==> src/gpio_defines.svh <==
// How it works
// - Eight pins, numbered 0 to 7, each with its own settings and data bit.
// - Settings are per pin; one write to the group register sets all masked pins.
// - An inverted input pin reads back as the complement of its level.
// - An inverted output pin drives the complement of its output bit.
// - The bus keeper weakly pulls the pin toward the last level it carried.
// - Sense both edges, rising, falling or low level; feeds interrupts and events.
// - Sensing runs synchronised or through a short unsynchronised path.
// - Edge and level sensing look at the pin after inversion.
// - Pin changes and external pin conditions both raise port interrupts.
// - Two interrupt outputs; each pin reaches either through a mask.
// - Each interrupt has its own priority level and its own sense mask.
// - Set, clear and toggle aliases change only bits written as one.
// - Drive is totem-pole, pull-up, pull-down, wired-AND, wired-OR or bus keeper.
// - The pull-down drive mode acts only while the pin is an input.
// - The pull-up drive mode acts only while the pin is an input.
// - Wired-OR may add a pull-down.
// - Wired-AND may add a pull-up.
// - A selected pin may carry the system clock instead of its output bit.
// - A selected pin may carry event channel 7 instead of its output bit.
// - Direction, output and input also appear in a virtual port window.
`ifndef GPIO_DEFINES_SVH
`define GPIO_DEFINES_SVH

// ****************************************************************
// Register byte offsets.
// ****************************************************************
`define ADR_DIR      8'h00
`define ADR_DIRSET   8'h04
`define ADR_DIRCLR   8'h08
`define ADR_DIRTGL   8'h0C
`define ADR_OUT      8'h10
`define ADR_OUTSET   8'h14
`define ADR_OUTCLR   8'h18
`define ADR_OUTTGL   8'h1C
`define ADR_IN       8'h20
`define ADR_INTCTRL  8'h24
`define ADR_INT0MASK 8'h28
`define ADR_INT1MASK 8'h2C
`define ADR_INTFLAGS 8'h30
`define ADR_MPCMASK  8'h34
`define ADR_MPCCFG   8'h38
`define ADR_OUTSEL   8'h3C
`define ADR_PINCFG0  8'h40
`define ADR_PINCFG7  8'h5C
`define ADR_VDIR     8'h80
`define ADR_VOUT     8'h84
`define ADR_VIN      8'h88

// ****************************************************************
// Field positions and encodings.
// ****************************************************************
`define OUTSEL_CLK_EN 3
`define OUTSEL_EVT_EN 7
`define OUTSEL_VP_EN  8
`define SENSE_BOTH    3'h0
`define SENSE_RISE    3'h1
`define SENSE_FALL    3'h2
`define SENSE_LOW     3'h3
`define DRV_TOTEM     3'h0
`define DRV_KEEPER    3'h1
`define DRV_PULLDOWN  3'h2
`define DRV_PULLUP    3'h3
`define DRV_WOR       3'h4
`define DRV_WAND      3'h5
`define DRV_WOR_PD    3'h6
`define DRV_WAND_PU   3'h7

// ****************************************************************
// Reset values.
// ****************************************************************
`define RST_BYTE      8'h00
`define RST_WORD      32'h0000_0000
`define RST_PINCFG    8'h00
`define RST_OUTSEL    9'h000

`endif

==> src/gpio_pkg.sv <==
`default_nettype none
package gpio_pkg;
    typedef logic [7:0] pin_vec_t;
    typedef logic [2:0] sense_sel_t;
    typedef logic [2:0] drive_sel_t;
    typedef struct packed {
        logic       async_en;
        logic       invert;
        drive_sel_t drive;
        sense_sel_t sense;
    } pin_cfg_t;
endpackage
`default_nettype wire

==> src/pin_sense_if.sv <==
`default_nettype none
interface pin_sense_if;
    import gpio_pkg::*;
    logic       level;
    sense_sel_t sense;
    logic       async_en;
    logic       detect;
    modport port_mp  (output level, output sense, output async_en, input detect);
    modport sense_mp (input level, input sense, input async_en, output detect);
endinterface
`default_nettype wire

==> src/pin_sense.sv <==
`include "gpio_defines.svh"
`default_nettype none
module pin_sense
    import gpio_pkg::*;
(
    input  wire logic   core_clk,
    input  wire logic   srst,
    input  wire logic   ce,
    pin_sense_if.sense_mp sif
);
    logic sync1_q;
    logic sync2_q;
    logic fast_q;
    logic prev_q;
    logic cur;

    // ****************************************************************
    // Synchroniser and short path.
    // ****************************************************************
    always_ff @(posedge core_clk) begin
        if (srst) begin
            sync1_q <= 1'b0;
            sync2_q <= 1'b0;
        end else if (ce) begin
            sync1_q <= sif.level;
            sync2_q <= sync1_q;
        end
    end

    always_ff @(posedge core_clk) begin
        if (srst) begin
            fast_q <= 1'b0;
            prev_q <= 1'b0;
        end else if (ce) begin
            fast_q <= sif.level;
            prev_q <= cur;
        end
    end

    assign cur = sif.async_en ? fast_q : sync2_q;

    // ****************************************************************
    // Detector.
    // ****************************************************************
    always_comb begin
        unique case (sif.sense)
            `SENSE_BOTH: sif.detect = cur ^ prev_q;
            `SENSE_RISE: sif.detect = cur & ~prev_q;
            `SENSE_FALL: sif.detect = ~cur & prev_q;
            `SENSE_LOW:  sif.detect = ~cur;
            default:     sif.detect = 1'b0;
        endcase
    end
endmodule
`default_nettype wire

==> src/gpio_port.sv <==
// The placing of the registers and the Wishbone register port were chosen for this implementation.
`include "gpio_defines.svh"
`default_nettype none
module gpio_port
    import gpio_pkg::*;
(
    input  wire logic        core_clk,
    input  wire logic        srst,
    input  wire logic        ce,
    input  wire logic        wb_cyc_i,
    input  wire logic        wb_stb_i,
    input  wire logic        wb_we_i,
    input  wire logic [7:0]  wb_adr_i,
    input  wire logic [3:0]  wb_sel_i,
    input  wire logic [31:0] wb_dat_i,
    output var  logic [31:0] wb_dat_o,
    output var  logic        wb_ack_o,
    input  wire logic [7:0]  pin_in,
    output var  logic [7:0]  pin_out,
    output var  logic [7:0]  pin_oe,
    output var  logic [7:0]  pull_up_en,
    output var  logic [7:0]  pull_down_en,
    input  wire logic        sys_clk_src,
    input  wire logic        event_ch7,
    output var  logic [7:0]  pin_event,
    output var  logic        irq0,
    output var  logic        irq1,
    output var  logic [1:0]  irq0_level,
    output var  logic [1:0]  irq1_level
);
    pin_vec_t    dir_q;
    pin_vec_t    out_q;
    pin_vec_t    in_q;
    pin_vec_t    keep_q;
    pin_vec_t    int0_mask_q;
    pin_vec_t    int1_mask_q;
    pin_vec_t    mpc_mask_q;
    logic [3:0]  intctrl_q;
    logic [1:0]  flags_q;
    logic [8:0]  outsel_q;
    pin_cfg_t    cfg_q [8];
    pin_vec_t    inv_vec;
    pin_vec_t    detect;
    pin_vec_t    out_d;
    pin_vec_t    oe_d;
    pin_vec_t    pu_d;
    pin_vec_t    pd_d;
    logic        access;
    logic        wr;
    logic        vp_en;
    logic        lane0;
    pin_vec_t    wbyte;
    logic [31:0] rdata;

    pin_sense_if sif [8] ();

    // ****************************************************************
    // Wishbone slave: answer one cycle after the request is presented.
    // ****************************************************************
    assign access = wb_cyc_i & wb_stb_i;
    assign wr     = access & wb_we_i & wb_ack_o;
    assign lane0  = wb_sel_i[0];
    assign wbyte  = wb_dat_i[7:0];
    assign vp_en  = outsel_q[`OUTSEL_VP_EN];

    always_ff @(posedge core_clk) begin
        if (srst) begin
            wb_ack_o <= 1'b0;
        end else if (ce) begin
            wb_ack_o <= access & ~wb_ack_o;
        end
    end

    always_comb begin
        rdata = `RST_WORD;
        unique case (wb_adr_i)
            `ADR_DIR, `ADR_DIRSET, `ADR_DIRCLR, `ADR_DIRTGL: rdata[7:0] = dir_q;
            `ADR_OUT, `ADR_OUTSET, `ADR_OUTCLR, `ADR_OUTTGL: rdata[7:0] = out_q;
            `ADR_IN:       rdata[7:0] = in_q;
            `ADR_INTCTRL:  rdata[3:0] = intctrl_q;
            `ADR_INT0MASK: rdata[7:0] = int0_mask_q;
            `ADR_INT1MASK: rdata[7:0] = int1_mask_q;
            `ADR_INTFLAGS: rdata[1:0] = flags_q;
            `ADR_MPCMASK:  rdata[7:0] = mpc_mask_q;
            `ADR_OUTSEL:   rdata[8:0] = outsel_q;
            `ADR_VDIR:     rdata[7:0] = vp_en ? dir_q : `RST_BYTE;
            `ADR_VOUT:     rdata[7:0] = vp_en ? out_q : `RST_BYTE;
            `ADR_VIN:      rdata[7:0] = vp_en ? in_q : `RST_BYTE;
            default: begin
                if (wb_adr_i >= `ADR_PINCFG0 && wb_adr_i <= `ADR_PINCFG7 &&
                    wb_adr_i[1:0] == 2'b00) begin
                    rdata[7:0] = cfg_q[wb_adr_i[4:2]];
                end
            end
        endcase
    end

    always_ff @(posedge core_clk) begin
        if (srst) begin
            wb_dat_o <= `RST_WORD;
        end else if (ce && access && !wb_ack_o) begin
            wb_dat_o <= rdata;
        end
    end

    // ****************************************************************
    // Direction and output value with aliases.
    // ****************************************************************
    always_ff @(posedge core_clk) begin
        if (srst) begin
            dir_q <= `RST_BYTE;
        end else if (ce && wr && lane0) begin
            unique case (wb_adr_i)
                `ADR_DIR:    dir_q <= wbyte;
                `ADR_DIRSET: dir_q <= dir_q | wbyte;
                `ADR_DIRCLR: dir_q <= dir_q & ~wbyte;
                `ADR_DIRTGL: dir_q <= dir_q ^ wbyte;
                `ADR_VDIR: begin
                    if (vp_en) begin
                        dir_q <= wbyte;
                    end
                end
                default: dir_q <= dir_q;
            endcase
        end
    end

    always_ff @(posedge core_clk) begin
        if (srst) begin
            out_q <= `RST_BYTE;
        end else if (ce && wr && lane0) begin
            unique case (wb_adr_i)
                `ADR_OUT:    out_q <= wbyte;
                `ADR_OUTSET: out_q <= out_q | wbyte;
                `ADR_OUTCLR: out_q <= out_q & ~wbyte;
                `ADR_OUTTGL: out_q <= out_q ^ wbyte;
                `ADR_VOUT: begin
                    if (vp_en) begin
                        out_q <= wbyte;
                    end
                end
                default: out_q <= out_q;
            endcase
        end
    end

    // ****************************************************************
    // Control registers.
    // ****************************************************************
    always_ff @(posedge core_clk) begin
        if (srst) begin
            intctrl_q   <= 4'h0;
            int0_mask_q <= `RST_BYTE;
            int1_mask_q <= `RST_BYTE;
            mpc_mask_q  <= `RST_BYTE;
            outsel_q    <= `RST_OUTSEL;
        end else if (ce && wr) begin
            if (lane0 && wb_adr_i == `ADR_INTCTRL) begin
                intctrl_q <= wbyte[3:0];
            end
            if (lane0 && wb_adr_i == `ADR_INT0MASK) begin
                int0_mask_q <= wbyte;
            end
            if (lane0 && wb_adr_i == `ADR_INT1MASK) begin
                int1_mask_q <= wbyte;
            end
            if (lane0 && wb_adr_i == `ADR_MPCMASK) begin
                mpc_mask_q <= wbyte;
            end
            if (wb_adr_i == `ADR_OUTSEL) begin
                if (lane0) begin
                    outsel_q[7:0] <= wbyte;
                end
                if (wb_sel_i[1]) begin
                    outsel_q[8] <= wb_dat_i[8];
                end
            end
        end
    end

    // ****************************************************************
    // Pin configuration, single or through the group mask.
    // ****************************************************************
    always_ff @(posedge core_clk) begin
        if (srst) begin
            for (int i = 0; i < 8; i++) begin
                cfg_q[i] <= `RST_PINCFG;
            end
        end else if (ce && wr && lane0) begin
            for (int i = 0; i < 8; i++) begin
                if (wb_adr_i == `ADR_PINCFG0 + 8'(4 * i)) begin
                    cfg_q[i] <= wbyte;
                end else if (wb_adr_i == `ADR_MPCCFG && mpc_mask_q[i]) begin
                    cfg_q[i] <= wbyte;
                end
            end
        end
    end

    // ****************************************************************
    // Input sampling, sensing and interrupts.
    // ****************************************************************
    always_comb begin
        for (int i = 0; i < 8; i++) begin
            inv_vec[i] = cfg_q[i].invert;
        end
    end

    always_ff @(posedge core_clk) begin
        if (srst) begin
            in_q   <= `RST_BYTE;
            keep_q <= `RST_BYTE;
        end else if (ce) begin
            in_q   <= pin_in ^ inv_vec;
            keep_q <= pin_in;
        end
    end

    for (genvar g = 0; g < 8; g++) begin : g_sense
        assign sif[g].level    = pin_in[g] ^ cfg_q[g].invert;
        assign sif[g].sense    = cfg_q[g].sense;
        assign sif[g].async_en = cfg_q[g].async_en;
        assign detect[g]       = sif[g].detect;
        pin_sense u_sense (
            .core_clk (core_clk),
            .srst     (srst),
            .ce       (ce),
            .sif      (sif[g])
        );
    end

    always_ff @(posedge core_clk) begin
        if (srst) begin
            pin_event <= `RST_BYTE;
        end else if (ce) begin
            pin_event <= detect;
        end
    end

    always_ff @(posedge core_clk) begin
        if (srst) begin
            flags_q <= 2'b00;
        end else if (ce) begin
            for (int k = 0; k < 2; k++) begin
                if (|(detect & (k == 0 ? int0_mask_q : int1_mask_q))) begin
                    flags_q[k] <= 1'b1;
                end else if (wr && lane0 && wb_adr_i == `ADR_INTFLAGS && wbyte[k]) begin
                    flags_q[k] <= 1'b0;
                end
            end
        end
    end

    always_ff @(posedge core_clk) begin
        if (srst) begin
            irq0       <= 1'b0;
            irq1       <= 1'b0;
            irq0_level <= 2'b00;
            irq1_level <= 2'b00;
        end else if (ce) begin
            irq0       <= flags_q[0] & (intctrl_q[1:0] != 2'b00);
            irq1       <= flags_q[1] & (intctrl_q[3:2] != 2'b00);
            irq0_level <= intctrl_q[1:0];
            irq1_level <= intctrl_q[3:2];
        end
    end

    // ****************************************************************
    // Output stage.
    // ****************************************************************
    always_comb begin
        logic v;
        v = 1'b0;
        for (int i = 0; i < 8; i++) begin
            v = out_q[i];
            if (outsel_q[`OUTSEL_CLK_EN] && outsel_q[2:0] == 3'(i)) begin
                v = sys_clk_src;
            end else if (outsel_q[`OUTSEL_EVT_EN] && outsel_q[6:4] == 3'(i)) begin
                v = event_ch7;
            end
            v     = v ^ cfg_q[i].invert;
            out_d[i] = v;
            oe_d[i]  = dir_q[i];
            pu_d[i]  = 1'b0;
            pd_d[i]  = 1'b0;
            unique case (cfg_q[i].drive)
                `DRV_TOTEM: begin
                end
                `DRV_KEEPER: begin
                    pu_d[i] = ~dir_q[i] & keep_q[i];
                    pd_d[i] = ~dir_q[i] & ~keep_q[i];
                end
                `DRV_PULLDOWN: pd_d[i] = ~dir_q[i];
                `DRV_PULLUP:   pu_d[i] = ~dir_q[i];
                `DRV_WOR, `DRV_WOR_PD: begin
                    out_d[i] = 1'b1;
                    oe_d[i]  = dir_q[i] & v;
                    pd_d[i]  = cfg_q[i].drive == `DRV_WOR_PD;
                end
                `DRV_WAND, `DRV_WAND_PU: begin
                    out_d[i] = 1'b0;
                    oe_d[i]  = dir_q[i] & ~v;
                    pu_d[i]  = cfg_q[i].drive == `DRV_WAND_PU;
                end
            endcase
        end
    end

    always_ff @(posedge core_clk) begin
        if (srst) begin
            pin_out      <= `RST_BYTE;
            pin_oe       <= `RST_BYTE;
            pull_up_en   <= `RST_BYTE;
            pull_down_en <= `RST_BYTE;
        end else if (ce) begin
            pin_out      <= out_d;
            pin_oe       <= oe_d;
            pull_up_en   <= pu_d;
            pull_down_en <= pd_d;
        end
    end
endmodule
`default_nettype wire

==> config.mk <==
export PLATFORM = sky130hd
export DESIGN_NAME = gpio_port
export DESIGN_NICKNAME = d
export VERILOG_FILES = /design/src/gpio_pkg.sv /design/src/pin_sense_if.sv /design/src/pin_sense.sv /design/src/gpio_port.sv
export VERILOG_INCLUDE_DIRS = /design/src
export SDC_FILE = /design/constraint.sdc
export NUM_CORES = 1
export LEC_CHECK = 0
export ABC_AREA = 1
export BUFFER_PORTS_ARGS = -buffer_cell sky130_fd_sc_hd__buf_2
export CAP_MARGIN = 10
export CELL_PAD_IN_SITES_DETAIL_PLACEMENT = 0
export CELL_PAD_IN_SITES_GLOBAL_PLACEMENT = 2
export CORE_MARGIN = 8
export CORE_UTILIZATION = 36
export CTS_CLUSTER_SIZE = 12
export DETAILED_ROUTE_END_ITERATION = 8
export HOLD_SLACK_MARGIN = 0.05
export PLACE_DENSITY = 0.85
export SETUP_SLACK_MARGIN = 0.02
export SLEW_MARGIN = 30
export SYNTH_ARGS = -nofsm -noshare
export SYNTH_HDL_FRONTEND = slang
export SYNTH_SLANG_ARGS = --single-unit
==> constraint.sdc <==
create_clock -name core_clk -period 7.55 [get_ports core_clk]
set_input_delay 1.51 -clock core_clk [delete_from_list [all_inputs] [get_ports core_clk]]
set_output_delay 1.51 -clock core_clk [all_outputs]
set_load 0.02 [all_outputs]
==> flow_metrics.py, run 1 <==
metrics = {
    "timing": {
        "clock.fmax_mhz": 283,
        "relSlewSlack_pct": 31.5,
        "min_period_ps": 3530,
        "clock_skew_ps": 23.1,
        "setup_ws_ps": 4020,
        "period_share_pct": 46.8,
        "setup-violations-final": 0,
        "drv_slew": 0,
        "worstMarginPinSlew_ps": 1030,
        "setup-tns-final_ps": 0,
        "hold_viol": 0,
        "whs_ps": 462,
        "rsz0062_at_grt": "no",
    },
    "job": {
        "cap_violations": 0,
    },
    "detailed_routing": {
        "wirelength_um": 43700,
        "drt_pass1_iterations": 5,
        "avgViaCountPerCell": 5.18,
        "wl_per_cell_um": 20.2,
        "num_vias": 11200,
        "drt_first_iter_violations": 947,
        "detail-route-antenna-nets": 0,
        "drc": 0,
    },
    "clocking": {
        "clk_pin_slew_ps": 60,
        "root_buffer": "clkbuf_16",
        "numClockSinks": 207,
        "cts_max_level": 1,
        "cts_buffers": 25,
        "post_cts_buffers": 0,
        "clock_latency_ps": 560,
        "cts.hold.buffers_added": 0,
        "clk_path_buf_depth": 3,
        "cts_resized": 0,
        "cts_tree": "built",
    },
    "min_path": {
        "hp-start": "irq0",
        "min_path_type": "reg2reg",
        "hold_path_depth": 2,
        "hold_end": "irq0",
    },
    "global_routing": {
        "grt_pass1_vias": 10600,
        "grt_pass1_wl_um": 65800,
        "grt-ovfl-total": 0,
        "grt_max_degree": 85,
        "grt_antenna_before_repair": 0,
        "grt_use_total_pct": 22.1,
    },
    "critical_path": {
        "cpPeakStageDelay_ps": 560,
        "ff2ff_path_depth": 6,
        "end_kind": "register",
        "crit_chain": "buf_2 > nand2_4 > nor2_4 > nand2_2 > o22ai_1 > nand2_1 > nand2_1",
        "path_buf_inv": 1,
        "worstReg2RegEnd": "cfg_q[2][7]",
        "reg2reg_from": "wb_ack_o",
        "crit_fanout": 23,
        "worstSetupPathType": "in2reg",
        "startpoint": "wb_adr_i[3]",
        "critPathLaunchType": "input pin",
        "slowest_stage": "nor2_4",
        "critPathTopFamily": "simple AND/OR/NAND/NOR gates",
        "arrival_ps": 3740,
        "cpMostUsedCell": "nand2_1",
        "reg2reg_slack_ps": 4910,
        "critPathRequiredTime_ps": 7760,
    },
    "die": {
        "rows": 66,
        "die_height_um": 198,
        "core_mm2": 0.0325,
        "ios": 139,
        "dieArea_mm2": 0.0390,
        "die_x_um": 198,
        "start_util_pct": 36.5,
    },
    "pwr": {
        "power_w": 0.00272,
        "leakage_nw": 5.93,
        "powerDensity_mw_per_mm2": 204,
        "ir_drop_uv": 158,
    },
    "synthesis": {
        "synth_area_leader_cell": "dfxtp_1",
        "synth_area_leaders": "dfxtp_1, edfxtp_1, nand2_1, nand3_1, o21ai_0",
        "avgSynthCellArea_um2": 7.21,
        "synth_top_area_share_pct": 24.1,
        "synth_cell_type_count": 44,
        "synth_ff_type": "dfxtp_1",
        "synthArstFlopShare_pct": 0,
        "syn_inst": 1646,
        "syn_area_mm2": 0.0119,
        "ys_seq_area_share_pct": 40.3,
        "synth_edf_count": 64,
        "ys_warn_count": 0,
        "ys_ff_latch": 207,
    },
    "run_status": {
        "status": "completed",
    },
    "placed_design": {
        "place_hpwl_um": 32200,
        "port-buffer-count": 90,
        "pre_cts_slack_ps": 3480,
        "gp_congestion": 0.895,
    },
    "cells_and_area": {
        "final_util_pct": 41.0,
        "syn2layout_area_growth_pct": 12.3,
        "drive_gt1_share_pct": 11.1,
        "nets": 1810,
        "diodes": 0,
    },
}
layout by cell type, fill, tap and decap left out, types with 2 or more instances in the layout:
cell type	synthesis	routed
clkbuf_16	0	26
o21ai_0	142	142
nor2_1	184	184
clkinvlp_4	0	2
buf_2	9	90
bufinv_16	0	2
nor2_2	6	6
nor2_4	7	7
clkinv_4	1	2
clkinv_1	1	5
nand3_1	176	176
nand4_1	5	5
inv_2	16	17
dfxtp_1	143	143
ha_1	48	48
xor2_1	8	8
clkinv_2	0	5
o2111ai_1	18	18
o221ai_1	2	2
a21oi_1	124	124
o22ai_1	17	17
conb_1	1	23
o211ai_1	18	18
edfxtp_1	64	64
o21ai_1	2	2
nor2_8	2	2
inv_1	163	162
nand2_4	3	3
clkbuf_1	41	4
nand2_1	359	359
buf_4	30	6
nor3_1	18	18
nand3b_1	5	5
nand2_2	12	12
report_power, final:
group	internal (W)	switching (W)	total, W
registers	0.00119	0.0000376	0.00122
logic	0.0000721	0.000200	0.000272
clock network	0.000711	0.000513	0.00122
total	0.00197	0.000750	0.00272
cell usage after synthesis, types with 2 or more instances:
master     number
a21oi_1       124
buf_1           4
buf_2           9
buf_4          30
buf_6           5
clkbuf_1       41
dfxtp_1       143
edfxtp_1       64
ha_1           48
inv_1         163
inv_2          16
nand2_1       359
nand2_2        12
nand2_4         3
nand3_1       176
nand3b_1        5
nand4_1         5
nor2_1        184
nor2_2          6
nor2_4          7
nor2_8          2
nor3_1         18
o2111ai_1      18
o211ai_1       18
o21ai_0       142
o21ai_1         2
o221ai_1        2
o22ai_1        17
xor2_1          8
worst max path at each step:
stage	end	slack, ps	cells after the start
after floorplan	cfg_q[6][0]	4010	5
after global placement	cfg_q[3][3]	3480	7
after detailed placement	cfg_q[3][3]	3480	7
after CTS	cfg_q[3][0]	4050	7
after global routing	wb_dat_o[3]	3870	12
final	cfg_q[3][0]	4020	7
worst min-delay path, stage by stage (launching register included):
cell	delay, ps
dfxtp_1	300
nand2_1	60
a21oi_1	50
layer usage:
layer / share of wire, % / wire, um / vias up / global-route usage [%]
met4: 2.3 / 1020 / 0 / 5.25
met3: 9.0 / 3930 / 61 / 5.52
met1: 44 / 19500 / 5199 / 29.9
met5: 0 / 0 / - / 0
met2: 44 / 19300 / 404 / 35.0
li1: - / - / 5537 / -
registers in the layout (all words and copies together) (netlist names), 4 cells and up:
name                     cells
outsel_q                     9
keep_q                       8
int1_mask_q                  8
out_q                        8
mpc_mask_q                   8
cfg_q                       64
intctrl_q                    4
pin_oe                       8
g_sense.u_sense.sync2_q      8
pull_down_en                 8
pull_up_en                   8
dir_q                        8
wb_dat_o                     9
pin_out                      8
g_sense.u_sense.prev_q       8
int0_mask_q                  8
in_q                         8
pin_event                    8
cell families after synthesis:
| kind of cell | Yosys count | share of synthesized area, % |
|---|---|---|
| AND/OR/NAND/NOR | 781 | 28.6 |
| AO/OA/AOI/OAI | 330 | 15.5 |
| buffers and inverters | 271 | 9.99 |
| flip-flops | 207 | 40.3 |
| adder cells (fa/ha/maj) | 48 | 5.06 |
| XOR/XNOR | 8 | 0.590 |
| other | 1 | 0.0316 |
cell type report:
type / instances / area [um2]
clock inverters: 15 / 144
inverters: 182 / 691
fillers: 3443 / 19200
flip-flops and latches: 207 / 4780
clock buffers: 31 / 679
multi-input cells: 1190 / 5990
repair buffers: 96 / 495
well taps: 442 / 553
stage by stage:
| stage | cell area [um2] | instances |
|---|---|---|
| final | 13300 | 2163 |
| after detailed placement | 12500 | 2117 |
| after CTS | 13300 | 2163 |
| after floorplan | 12000 | 1668 |
| after global placement | 12500 | 2117 |
| after global routing | 13300 | 2163 |
Power figures use the tool's default switching activity.
==> run 2, diff against run 1 <==
Settings changed: ABC_AREA 1 to 0, CORE_UTILIZATION 36 to 37, PLACE_DENSITY 0.85 to 0.8.
Clock period 7.55 ns to 3.43 ns, I/O delays scaled along.
==> flow_metrics.py, run 2 <==
metrics = {
    "timing": {
        "setup_ws_ps": 916,
        "clock.fmax_mhz": 398,
        "clock_skew_ps": 13.3,
        "worstMarginPinSlew_ps": 945,
        "min_period_ps": 2510,
        "relSlewSlack_pct": 36.7,
        "hold_viol": 0,
        "rsz0062_at_grt": "no",
        "period_share_pct": 73.3,
        "setup-tns-final_ps": 0,
        "drv_slew": 0,
        "setup-violations-final": 0,
    },
    "critical_path": {
        "ff2ff_path_depth": 8,
        "arrival_ps": 2950,
        "worstSetupPathType": "in2reg",
        "end_kind": "register",
        "crit_fanout": 20,
        "critPathRequiredTime_ps": 3870,
        "critPathLaunchType": "input pin",
    },
    "synthesis": {
        "ys_seq_area_share_pct": 41.3,
        "synth_top_area_share_pct": 24.7,
        "yosys.area_share.simple_pct": 17.5,
        "synthArstFlopShare_pct": 0,
        "synth_mux_area_share_pct": 13.7,
        "synth_ff_type": "dfxtp_1",
        "yosys.area_share.xor_xnor_pct": 2.42,
        "avgSynthCellArea_um2": 9.83,
        "synth_cell_type_count": 67,
        "synth_edf_count": 64,
        "synth_compound_area_share_pct": 13.9,
        "synth_common_cells": "dfxtp_1, nor2_1, mux2i_1",
        "ys_warn_count": 0,
        "synth_area_leader_cell": "dfxtp_1",
        "synthAdderAreaFrac_pct": 5.18,
        "syn_area_mm2": 0.0116,
        "ys_ff_latch": 207,
        "yosysMostFrequentCell": "dfxtp_1",
        "syn_inst": 1180,
        "synth_area_leaders": "dfxtp_1, edfxtp_1, mux2i_1, ha_1, nor2_1",
        "synth_top_family_by_area": "simple AND/OR/NAND/NOR gates",
    },
    "cells_and_area": {
        "ff_latch_area_mm2": 0.00478,
        "nets": 1365,
        "regMostFlops": "cfg_q",
        "largest_reg_flops": 64,
        "syn2layout_area_growth_pct": 13.7,
        "top_regs": "cfg_q x64, outsel_q x9, wb_dat_o x9",
        "fin_cells": 1678,
        "diodes": 0,
        "final_common_cell": "dfxtp_1",
        "final_cell_mix": "dfxtp_1, nor2_1, mux2i_1, buf_2, nand2_1",
        "final_util_pct": 42.2,
        "multi_input_area_mm2": 0.00620,
        "fillers": 3143,
        "drive_gt1_share_pct": 17.1,
    },
    "run_status": {
        "status": "completed",
    },
    "die": {
        "start_util_pct": 37.1,
        "core_mm2": 0.0312,
        "die_x_um": 193,
        "ios": 139,
        "die_height_um": 193,
        "rows": 65,
        "dieArea_mm2": 0.0373,
    },
    "global_routing": {
        "grt_use_total_pct": 20.9,
        "grt_pass1_vias": 9118,
        "grt-ovfl-total": 0,
        "grt_max_degree": 101,
        "grt_antenna_before_repair": 0,
        "grt_pass1_wl_um": 58700,
    },
    "placed_design": {
        "dp_cells": 1632,
        "port-buffer-count": 90,
        "place_hpwl_um": 28200,
        "gp_congestion": 0.896,
        "pre_cts_slack_ps": 407,
    },
    "detailed_routing": {
        "wl_per_cell_um": 23.5,
        "drt_pass1_iterations": 5,
        "num_vias": 9478,
        "drt_first_iter_violations": 987,
        "wirelength_um": 39400,
        "avgViaCountPerCell": 5.65,
        "drc": 0,
        "detail-route-antenna-nets": 0,
    },
    "pwr": {
        "powerDensity_mw_per_mm2": 435,
        "ir_drop_uv": 368,
        "leakage_nw": 5.01,
        "power_w": 0.00574,
    },
    "clocking": {
        "cts_max_level": 1,
        "root_buffer": "clkbuf_16",
        "clock_latency_ps": 530,
        "cts_tree": "built",
        "post_cts_buffers": 0,
        "clk_pin_slew_ps": 60,
        "clk_path_buf_depth": 3,
        "numClockSinks": 207,
        "cts_buffers": 25,
        "cts.hold.buffers_added": 0,
        "cts_resized": 0,
    },
    "job": {
        "cap_violations": 0,
    },
    "min_path": {
        "min_path_type": "in2reg",
        "hold_path_depth": 3,
    },
}
-- run 2: cell count changes in the layout (fill, tap and decap cells not counted), sizes merged, moves of 51 or more --
cell and delta:
a21oi -81, o21ai -123, inv -128, mux2i +104, nand2 -297, nor2 -51
nand3 -168
-- run 2: cells by family after synthesis --
family	Yosys count
muxes	133
AOI/OAI and AO/OA	217
adders and majority gates	48
xor gates and xnor gates	32
other	1
DFF	207
buffers and inverters	152
and+or+nand+nor	390
-- run 2: worst paths after layout --
check                end  slack, ps         from
max             dir_q[7]        920  wb_adr_i[4]
min reg2reg   pin_out[5]        430   pin_out[5]
max reg2reg   flags_q[0]        970  cfg_q[3][7]
min          outsel_q[8]        400  wb_dat_i[8]
-- run 2: per-stage QoR --
| stage | cell area, um2 | hold slack, ps |
|---|---|---|
| 3_5_place_dp | 12500 | 430 |
| 4_1_cts | 13200 | 382 |
| 5_1_grt | 13200 | 431 |
| 3_3_place_gp | 12400 | 422 |
| 2_1_floorplan | 11700 | 445 |
| 6_report | 13200 | 402 |
-- run 2: worst max-delay path, cell delays in order --
cell,delay (ps)
buf_2,450
or2_4,260
or3_1,290
nor2_2,190
nor3_2,640
nand2_1,140
a311oi_2,280
-- run 2: per-layer routing --
metal,vias up,global-route usage (%),routed length (um)
met5,-,0,0
met4,0,5.80,928
met3,58,3.31,2940
met2,338,33.8,18200
met1,4609,28.8,17300
li1,4473,-,-
-- run 2: area by class of cell --
class,instances,share of cell area [%]
clock buffer,43,5.41
tap,402,3.81
inverter,52,1.48
multi-input combinational,843,47.0
timing repair buffer,128,5.84
sequential,207,36.3
clock inverter,3,0.161
-- run 2: power breakdown --
part | internal (W) | leakage [nW] | switching [W] | total (W)
clock network | 0.00140 | 0.350 | 0.00103 | 0.00244
logic | 0.000219 | 2.84 | 0.000395 | 0.000614
registers | 0.00260 | 1.82 | 0.0000873 | 0.00269
total | 0.00422 | 5.01 | 0.00152 | 0.00574
==> run 3, diff against run 2 <==
Settings changed: ABC_AREA 0 to 1, CORE_UTILIZATION 37 to 30, PLACE_DENSITY 0.8 to 0.76.
Clock period 3.43 ns to 2.1 ns, I/O delays scaled along.
==> flow_metrics.py, run 3 (synthesis gave the netlist of run 1 again) <==
metrics = {
    "run_status": {
        "status": "completed",
    },
    "cells_and_area": {
        "regMostFlops": "cfg_q",
        "diodes": 0,
        "syn2layout_area_growth_pct": 23.2,
        "final_area_mm2": 0.0146,
        "drive_gt1_share_pct": 17.7,
        "final_cell_mix": "nand2_1, nor2_1, nand3_1, inv_1, dfxtp_1",
        "top_regs": "cfg_q x64, outsel_q x9, wb_dat_o x9",
        "final_common_cell": "nand2_1",
        "largest_reg_flops": 64,
        "final_util_pct": 37.2,
        "nets": 1924,
        "fillers": 4175,
    },
    "critical_path": {
        "cpMostUsedCell": "nand2_1",
        "critPathRequiredTime_ps": 2580,
        "end_kind": "register",
        "crit_fanout": 3,
        "cpPeakStageDelay_ps": 440,
        "slowest_stage": "edfxtp_1",
        "arrival_ps": 2430,
        "path_buf_inv": 3,
        "critPathTopFamily": "simple AND/OR/NAND/NOR gates",
        "reg2reg_from": "cfg_q[7][7]",
        "worstSetupPathType": "reg2reg",
        "crit_chain": "inv_1 > nand2_1 > nand2_2 > inv_1 > ha_1 > nor2_1 > nor2_1 > a21oi_1 > buf_4 > nand3_1 > nand2_1 > nor2_1 > nand2_1 > nand2_1 > a21oi_2",
        "ff2ff_path_depth": 15,
        "worstReg2RegEnd": "flags_q[0]",
        "critPathLaunchType": "register",
        "reg2reg_slack_ps": 150,
    },
    "pwr": {
        "pwr-share-clk_pct": 46.9,
        "power_frac_seq_pct": 41.8,
        "ir_drop_uv": 561,
        "switching_power_w": 0.00273,
        "leakage_nw": 6.60,
        "power_w": 0.0105,
        "internal-power_w": 0.00774,
        "powerDensity_mw_per_mm2": 716,
        "p_comb_share_pct": 11.3,
        "swShare_pct": 26.1,
    },
    "global_routing": {
        "grt_pass1_wl_um": 69400,
        "grt-ovfl-total": 0,
        "grt_max_degree": 87,
        "grt_pass1_vias": 11100,
        "grt_antenna_before_repair": 1,
        "grt_use_total_pct": 19.5,
    },
    "detailed_routing": {
        "num_vias": 11600,
        "drc": 0,
        "drt_pass1_iterations": 5,
        "wirelength_um": 46600,
        "wl_per_cell_um": 19.7,
        "detail-route-antenna-nets": 0,
        "drt_first_iter_violations": 1019,
        "avgViaCountPerCell": 4.91,
    },
    "placed_design": {
        "place_area_mm2": 0.0136,
        "gp_congestion": 0.919,
        "place_hpwl_um": 36700,
        "port-buffer-count": 90,
        "pre_cts_slack_ps": -48.1,
    },
    "die": {
        "die_x_um": 215,
        "start_util_pct": 30.2,
        "rows": 73,
        "ios": 139,
        "core_mm2": 0.0394,
        "die_height_um": 215,
        "dieArea_mm2": 0.0462,
    },
    "timing": {
        "clock.fmax_mhz": 512,
        "setup_ws_ps": 148,
        "setup-tns-final_ps": 0,
        "hold_viol": 0,
        "rsz0062_at_grt": "yes",
        "period_share_pct": 93.0,
        "min_period_ps": 1950,
        "relSlewSlack_pct": 50.3,
        "setup-violations-final": 0,
        "worstMarginPinSlew_ps": 743,
        "clock_skew_ps": 9.50,
        "drv_slew": 0,
    },
    "clocking": {
        "clk_path_buf_depth": 3,
        "cts_max_level": 1,
        "cts_buffers": 26,
        "cts_tree": "built",
        "root_buffer": "clkbuf_16",
        "numClockSinks": 207,
        "clk_pin_slew_ps": 60,
        "clock_latency_ps": 560,
    },
    "min_path": {
        "hold_path_depth": 3,
        "hold_end": "keep_q[1]",
        "hp-start": "pin_in[1]",
        "min_path_type": "in2reg",
    },
    "job": {
        "cap_violations": 0,
    },
}
## run 3: through the flow
| step | hold slack (ps) | instances |
|---|---|---|
| after floorplan | 449 | 1668 |
| after global placement | 452 | 2311 |
| after detailed placement | 456 | 2311 |
| after CTS | 131 | 2359 |
| after global routing | 138 | 2361 |
| final | 150 | 2361 |
## run 3: timing repair
item	4_1_cts	5_1_grt
gates resized for setup	0	24
buffers inserted	0	2
setup endpoints to repair	0	9
hold buffers	0	0
## run 3: final cells by class
class	count	area, um2	area share (%)
clock inverters	12	199	1.36
repair buffers	209	1520	10.4
flip-flops and latches	207	4780	32.7
well taps	525	657	4.49
clock buffers	36	739	5.06
multi-input cells	1190	6040	41.3
inverters	182	693	4.74
## run 3: worst reg2reg max path: cells and delay by family, from the launching register on
kind / cells / cell delay [ps]
AOI/OAI and AO/OA: 2 / 240
and+or+nand+nor: 9 / 640
buffers and inverters: 3 / 290
DFF: 1 / 440
adders and majority gates: 1 / 280
## run 3: power by group through the flow
stage / Sequential (W) / Clock, W / Combinational, W
4_1_cts: 0.00437 / 0.00502 / 0.00118
5_1_grt: 0.00439 / 0.00519 / 0.00131
3_5_place_dp: 0.00446 / 0 / 0.00117
3_3_place_gp: 0.00445 / 0 / 0.00116
6_report: 0.00437 / 0.00491 / 0.00119
2_1_floorplan: 0.00448 / 0 / 0.000637
## run 3: worst max-delay path by stage
stage	startpoint	cells after the start	end	slack (ps)
2_1_floorplan	wb_adr_i[2]	9	cfg_q[4][0]	60
3_3_place_gp	wb_adr_i[3]	11	dir_q[5]	-50
3_5_place_dp	wb_adr_i[3]	11	dir_q[5]	-50
4_1_cts	cfg_q[5][7]	14	flags_q[1]	90
5_1_grt	cfg_q[2][7]	15	flags_q[0]	-20
6_report	cfg_q[7][7]	15	flags_q[0]	150
## run 3: layer usage
| layer | vias to the layer above | wire (um) | GRT usage (%) |
|---|---|---|---|
| met1 | 5449 | 21900 | 26.8 |
| li1 | 5768 | - | - |
| met2 | 309 | 20700 | 30.9 |
| met3 | 66 | 2930 | 4.21 |
| met5 | - | 11 | 0 |
| met4 | 2 | 1050 | 4.80 |
